===== src/tpr_params.svh =====
/*
 Constants of the temperature PWM and relay output stage.
 Assumes a 125 MHz hclk and an AHB-Lite register slave.
*/
`ifndef TPR_PARAMS_SVH
`define TPR_PARAMS_SVH
`define TPR_CTRL_OFS 8'h00
`define TPR_OBJ_OFS 8'h04
`define TPR_AMB_OFS 8'h08
`define TPR_THR_OFS 8'h0c
`define TPR_HYS_OFS 8'h10
`define TPR_STAT_OFS 8'h14
`define TPR_CTRL_RST 3'h5
`define TPR_THR_RST 12'hd24
`define TPR_HYS_RST 12'h092
`define TPR_CLK_NS 8
`define TPR_TICK_NS 50000
`define TPR_TICK_CYCLES (`TPR_TICK_NS / `TPR_CLK_NS)
`define TPR_FRAME_LAST 11'h7ff
`define TPR_LEAD_TICKS 11'h100
`define TPR_TRAIL_START 11'h700
`define TPR_ERR_TICKS 11'h200
`define TPR_STAT_TICK_POS 16
`define TPR_STAT_PHASE_POS 8
`endif


===== src/tpr_pkg.sv =====
/*
 Types of the temperature PWM and relay output stage.
 Assumes tpr_params.svh for all numeric constants.
*/
package tpr_pkg;
    typedef enum logic [2:0] {
        PH_LEAD = 3'b000,
        PH_HIGH = 3'b001,
        PH_LOW = 3'b010,
        PH_TRAIL = 3'b011,
        PH_ERROR = 3'b100
    } tpr_phase_t;
    typedef struct packed {
        logic pwm_en;
        logic relay_src;
        logic relay_inv;
    } tpr_ctrl_t;
    typedef struct packed {
        logic [11:0] data;
        logic [2:0] flags;
        logic rsvd;
    } tpr_temp_t;
endpackage : tpr_pkg


===== src/tpr_top.sv =====
/*
 Two-channel temperature PWM encoder and hysteresis relay
 comparator with an AHB-Lite register slave.
 Assumes temperatures are written by acquisition firmware and
 an external pull-up on the open-drain relay line.
*/
// Added by the designer: the register offsets and register access over AHB-Lite.
`timescale 1ns/1ps
`include "tpr_params.svh"

module tpr_top #(
    parameter int unsigned TICK_CYCLES = `TPR_TICK_CYCLES
) (
    // Clock, reset, enable
    input wire logic hclk,
    input wire logic hresetn,
    input wire logic ce,
    // AHB-Lite slave
    input wire logic hsel,
    input wire logic [31:0] haddr,
    input wire logic [1:0] htrans,
    input wire logic hwrite,
    input wire logic [2:0] hsize,
    input wire logic [31:0] hwdata,
    input wire logic hready,
    output logic [31:0] hrdata,
    output logic hreadyout,
    output logic hresp,
    // PWM outputs
    output logic obj_pwm_out,
    output logic amb_pwm_out,
    // Open-drain relay driver
    output logic relay_driver_out,
    output logic relay_driver_out_oe
);

    tpr_pkg::tpr_ctrl_t ctrl;
    tpr_pkg::tpr_temp_t temp_reg [2];
    logic [11:0] thr;
    logic [11:0] hys;
    logic ap_valid;
    logic ap_write;
    logic [7:0] ap_addr;
    logic [15:0] presc;
    logic tick_en;
    logic [10:0] frame_tick;
    logic frame_end;
    logic [9:0] duty_lat [2];
    logic err_lat [2];
    tpr_pkg::tpr_phase_t phase [2];
    logic pwm_q [2];
    logic above;
    logic relay_q;
    logic [11:0] cmp_src;
    logic [12:0] hi_lim;
    logic [12:0] lo_lim;
    logic lo_ok;
    logic next_above;
    logic [31:0] next_rdata;
    logic take;
    logic wr_ok;

    // Zero-wait slave; a low clock enable stalls the bus
    assign hreadyout = ce;
    assign hresp = 1'b0;
    assign take = hsel && htrans[1] && hready;

    always_ff @(posedge hclk or negedge hresetn) begin
        if (!hresetn) begin
            ap_valid <= 1'b0;
            ap_write <= 1'b0;
            ap_addr <= 8'h00;
        end else if (ce) begin
            ap_valid <= take && hsize == 3'h2;
            ap_write <= hwrite;
            ap_addr <= haddr[7:0];
        end
    end

    assign wr_ok = ce && ap_valid && ap_write;

    // Control and comparator settings, preset at reset
    always_ff @(posedge hclk or negedge hresetn) begin
        if (!hresetn) begin
            ctrl <= `TPR_CTRL_RST;
            thr <= `TPR_THR_RST;
            hys <= `TPR_HYS_RST;
        end else if (wr_ok) begin
            unique case (ap_addr)
                `TPR_CTRL_OFS: ctrl <= hwdata[2:0];
                `TPR_THR_OFS: thr <= hwdata[11:0];
                `TPR_HYS_OFS: hys <= hwdata[11:0];
                default: ;
            endcase
        end
    end

    // Temperature words: data in 15:4, error flags in 3:1
    always_ff @(posedge hclk or negedge hresetn) begin
        if (!hresetn) begin
            temp_reg[0] <= '0;
            temp_reg[1] <= '0;
        end else if (wr_ok) begin
            if (ap_addr == `TPR_OBJ_OFS)
                temp_reg[0] <= {hwdata[15:1], 1'b0};
            if (ap_addr == `TPR_AMB_OFS)
                temp_reg[1] <= {hwdata[15:1], 1'b0};
        end
    end

    always_comb begin
        next_rdata = 32'h0000_0000;
        unique case (haddr[7:0])
            `TPR_CTRL_OFS: next_rdata[2:0] = ctrl;
            `TPR_OBJ_OFS: next_rdata[15:0] = temp_reg[0];
            `TPR_AMB_OFS: next_rdata[15:0] = temp_reg[1];
            `TPR_THR_OFS: next_rdata[11:0] = thr;
            `TPR_HYS_OFS: next_rdata[11:0] = hys;
            `TPR_STAT_OFS: begin
                next_rdata[0] = relay_q;
                next_rdata[1] = above;
                next_rdata[3:2] = {pwm_q[1], pwm_q[0]};
                next_rdata[`TPR_STAT_PHASE_POS +: 3] = phase[0];
                next_rdata[`TPR_STAT_TICK_POS +: 11] = frame_tick;
            end
            default: ;
        endcase
    end

    // Read data stands through the data phase
    always_ff @(posedge hclk or negedge hresetn) begin
        if (!hresetn) begin
            hrdata <= 32'h0000_0000;
        end else if (ce && take && !hwrite) begin
            hrdata <= next_rdata;
        end
    end

    // PWM time base
    assign tick_en = presc == 16'(TICK_CYCLES - 1);
    assign frame_end = tick_en && frame_tick == `TPR_FRAME_LAST;

    always_ff @(posedge hclk or negedge hresetn) begin
        if (!hresetn) begin
            presc <= 16'h0000;
        end else if (ce) begin
            presc <= tick_en ? 16'h0000 : presc + 16'h0001;
        end
    end

    always_ff @(posedge hclk or negedge hresetn) begin
        if (!hresetn) begin
            frame_tick <= 11'h000;
        end else if (ce && tick_en) begin
            frame_tick <= frame_tick + 11'h001;
        end
    end

    // Per-channel frame encoder; channel 0 object, 1 ambient
    for (genvar ch = 0; ch < 2; ch++) begin : g_chan
        logic [10:0] high_end;
        assign high_end = {1'b0, duty_lat[ch]} + `TPR_LEAD_TICKS;

        // Sample once per frame so a frame is never torn
        always_ff @(posedge hclk or negedge hresetn) begin
            if (!hresetn) begin
                duty_lat[ch] <= 10'h000;
                err_lat[ch] <= 1'b0;
            end else if (ce && frame_end) begin
                duty_lat[ch] <= temp_reg[ch].data[11:2];
                err_lat[ch] <= |temp_reg[ch].flags;
            end
        end

        // Error frame: high through the first quarter, then low
        always_comb begin
            if (err_lat[ch])
                phase[ch] = frame_tick < `TPR_ERR_TICKS ? tpr_pkg::PH_ERROR : tpr_pkg::PH_LOW;
            else if (frame_tick < `TPR_LEAD_TICKS)
                phase[ch] = tpr_pkg::PH_LEAD;
            else if (frame_tick < high_end)
                phase[ch] = tpr_pkg::PH_HIGH;
            else if (frame_tick < `TPR_TRAIL_START)
                phase[ch] = tpr_pkg::PH_LOW;
            else
                phase[ch] = tpr_pkg::PH_TRAIL;
        end

        always_ff @(posedge hclk or negedge hresetn) begin
            if (!hresetn) begin
                pwm_q[ch] <= 1'b0;
            end else if (ce) begin
                unique case (phase[ch])
                    tpr_pkg::PH_HIGH, tpr_pkg::PH_ERROR: pwm_q[ch] <= ctrl.pwm_en;
                    tpr_pkg::PH_LEAD, tpr_pkg::PH_LOW, tpr_pkg::PH_TRAIL: pwm_q[ch] <= 1'b0;
                    default: pwm_q[ch] <= 1'b0;
                endcase
            end
        end
    end

    assign obj_pwm_out = pwm_q[0];
    assign amb_pwm_out = pwm_q[1];

    // Relay comparator with hysteresis band
    assign cmp_src = ctrl.relay_src ? temp_reg[1].data : temp_reg[0].data;
    assign hi_lim = {1'b0, thr} + {1'b0, hys};
    assign lo_lim = {1'b0, thr} - {1'b0, hys};
    // Lower crossing only while the band stays above code zero
    assign lo_ok = thr >= hys;

    always_comb begin
        next_above = above;
        if ({1'b0, cmp_src} > hi_lim)
            next_above = 1'b1;
        else if (lo_ok && {1'b0, cmp_src} < lo_lim)
            next_above = 1'b0;
    end

    always_ff @(posedge hclk or negedge hresetn) begin
        if (!hresetn) begin
            above <= 1'b0;
        end else if (ce) begin
            above <= next_above;
        end
    end

    // Driver pulls low while the relay is on
    always_ff @(posedge hclk or negedge hresetn) begin
        if (!hresetn) begin
            relay_q <= 1'b0;
        end else if (ce) begin
            relay_q <= ctrl.relay_inv ? !above : above;
        end
    end

    assign relay_driver_out = 1'b0;
    assign relay_driver_out_oe = relay_q;
endmodule : tpr_top


===== config.mk =====
export PLATFORM = sky130hd
export DESIGN_NAME = tpr_top
export DESIGN_NICKNAME = d
export VERILOG_FILES = /design/src/tpr_pkg.sv /design/src/tpr_top.sv
export VERILOG_INCLUDE_DIRS = /design/src
export SDC_FILE = /design/constraint.sdc
export NUM_CORES = 1
export LEC_CHECK = 0
export BUFFER_PORTS_ARGS = -buffer_cell sky130_fd_sc_hd__buf_4
export CAP_MARGIN = 25
export CORE_ASPECT_RATIO = 0.6
export CORE_MARGIN = 2
export CORE_UTILIZATION = 35
export DETAILED_ROUTE_END_ITERATION = 10
export HOLD_SLACK_MARGIN = 0.06
export PLACE_DENSITY = 0.59
export RECOVER_POWER = 50
export SLEW_MARGIN = 20
export SYNTH_ARGS = -nofsm -noshare
export SYNTH_HDL_FRONTEND = slang
export SYNTH_SLANG_ARGS = --single-unit

===== constraint.sdc =====
create_clock -name hclk -period 3.48 [get_ports hclk]
set_input_delay 0.348 -clock hclk [delete_from_list [all_inputs] [get_ports hclk]]
set_output_delay 0.348 -clock hclk [all_outputs]
set_load 0.05 [all_outputs]

==> run metrics <==
Initial Utilization=0.3586; Critical R2R Capture=above; drt initial violations=586; Hold Path Class=in2reg; Yosys reg bits=147; critical path class=reg2reg; Hold Path Origin=hwdata[0]; RSZ-0062 raised after global routing=true; gr ovfl total=0; TritonCTS clock tree=yes; Max-slew headroom=-0.2735; Yosys Warn Count=0; gpl congestion=roughly 0.93; clock sinks=147; CP max-delay cell=dfstp_2; status=complete, but fails checks; Final Skew=9.295 ps; Slew Limit Fails=77; slowest stage delay, CP=around 530 ps; cell taking the most area after synthesis=dfrtp_1; drt wl/cell=18.91 um; chip width=around 210 um; Final HPWL DP=17.67 mm; DRT Pass-1 Iters=5; Setup Viol. Count Final=1; failing checks=capacitance limit, slew limit, setup timing; P_leak=5.051 nW; Worst Setup End Kind=register; min cycle time layout=3631 ps; DR WL met2=just over 9 mm; clk_lat worst skew=between 400 and 500 ps; port bufs=64; root buf cell=clkbuf_16; reg2reg start=hys[4]; cells after synthesis=823; post-synthesis cell type count=67; Min-Delay Endpoint=thr[0]; Hold Crit Depth=3; critical path, cell by cell=inv_1 > ha_4 > or3_4 > o211a_4 > o41ai_4 > buf_4 > xnor2_1 > ha_1 > or4_4 > a21oi_1 > o21ai_1 > a211oi_2 > a211oi_1 > a211o_1; reg2reg path depth=14; core area=0.02433 mm2; ANT cells=0; Synth top area share=0.3929; via count=~6600; Critical Path Fanout Max=3; TritonCTS Buffers=17; I/O pin total=approximately 110; fin crit share=1.043; vias per cell=5.212; DIE AREA=0.02625 mm2; Post-Synthesis Cell Area=just under 0.009 mm2; Max H-tree Level=4; Place WS=-317.3 ps; clock buffer depth=2; max reg flops=30; Final Hold Vio Count=0; DR DRC count=0; DRT Wirelength=23.91 mm; Syn Area/Cell=10.60 um2; WP data arrival=3950 ps; final worst slack=-150.6 ps; first-pass GRT wire length=37.70 mm; layout cells sized above 1=0.2771; initial antenna violation count=0; Post-DP Area=0.009853 mm2; Req. time, crit path=3800 ps; max_cap viols=1; Fmax=0.2754 GHz; Layout area overhead=20.89%; sequential share of the synthesized area=0.4230; pwr/cell area=384.2 mW/mm2; VDD IR max=about 0.32 mV; Die H=126.3 um; wl on met1=13.45 mm; Rows=44; EDFF count, synth=0; Area contributors post-synth=dfrtp_1 39%, ha_1 10%, mux2_2 10%; top-count cell post-synth=dfrtp_1; vias in the first global route=6330; pin count of the biggest net entering global routing=77; Reg clk slew, reported paths=60 ps; post-route cell area=0.01055 mm2; Total GRT Usage=0.1871; Worst Tran Pin Value=between 1500 and 2000 ps; metal3 WL=1.219 mm; FF-to-FF setup slack=-150 ps; asr flop ratio synth=1.000; Final #Nets=about 1100; CP Launch Type=register; Synth top cells by count=137 x dfrtp_1, 79 x mux2_2, 72 x ha_1, 59 x nand2_1, 49 x inv_1; Post-synth top flop=dfrtp_1; antenna-violating nets left=0; highest metal layer with signal wires=met4
[metal layers]
layer | global-route usage | vias up
met5 | 0 | -
met4 | 0.03212 | 0
met3 | 0.05001 | 15
met2 | 0.2363 | 154
met1 | 0.3101 | 3271
li1 | - | 3148
[worst max-delay path by stage]
stage,startpoint,end,slack (ps),cells after the start
3_3_place_gp,hys[1],above,-240,15
6_report,hys[4],above,-150,14
4_1_cts,thr[0],above,-230,16
5_1_grt,hys[4],above,-260,14
2_1_floorplan,hys[4],above,-6,15
3_5_place_dp,hys[1],above,-320,15
[critical path: cells and delay by family, from the launching register on]
family                     cells  cell delay (ps)
adders and majority gates      2              400
xor gates and xnor gates       1               60
AOI/OAI and AO/OA              7             1370
buffers and inverters          2              250
DFF                            1              530
and+or+nand+nor                2              910
[what timing repair did]
| item | CTS | global route |
|---|---|---|
| buffers inserted | 0 | 3 |
| hold buffers | 1 | 0 |
| pin swaps | 10 | 12 |
| setup endpoints to repair | 1 | 1 |
| endpoints found under the hold margin | 68 | 0 |
| resized for setup | 10 | 24 |
[placed cells by master (no fill, tap or decap), drive strengths merged, types with 12 or more instances in the layout]
cell type    n
a21oi       40
buf         90
clkbuf      48
dfrtp      137
ha          72
inv         52
mux2        85
mux2i       14
nand2       63
nand2b      12
nand3       12
nor2        32
nor3        19
o21ai       50
xnor2       33
[logic make-up (layout without fill, tap and decap cells)]
kind of cell	count (synthesis)	in the layout	synth area share
other	1	7	0.0004298
and+or+nand+nor	205	205	0.1242
DFF	147	147	0.4230
xor gates and xnor gates	40	40	0.04015
muxes	101	101	0.1309
AOI/OAI and AO/OA	166	166	0.1273
adders and majority gates	74	74	0.1078
buffers and inverters	89	202	0.04617
[per-stage QoR]
stage	utilization	std cells	hold WS (ps)	power, W	setup TNS (ps)
2_1_floorplan	-	829	52.41	0.001966	-6.444
5_1_grt	0.4335	1264	127.3	0.004210	-1484
3_3_place_gp	0.4049	1228	440.3	0.002083	-240.1
4_1_cts	0.4328	1261	134.2	0.004096	-233.3
6_report	0.4335	1264	145.9	0.004053	-150.6
3_5_place_dp	0.4049	1228	439.1	0.002087	-317.3
[report_power, final]
| group | leakage, nW | switching [W] | total, W | internal [W] |
|---|---|---|---|---|
| registers | 1.90 | 0.0000467 | 0.00180 | 0.00175 |
| clock network | 0.297 | 0.000786 | 0.00200 | 0.00121 |
| logic | 2.85 | 0.000155 | 0.000256 | 0.000101 |
[cell type report]
class                   count  area (um2)
fillers                  2337       13780
inverters                  49       183.9
flip-flops and latches    147        3691
clock inverters            14       203.9
repair buffers            121       809.5
well taps                 322       402.9
clock buffers              18       429.2
multi-input cells         593        4828
Power figures use the tool's default switching activity.
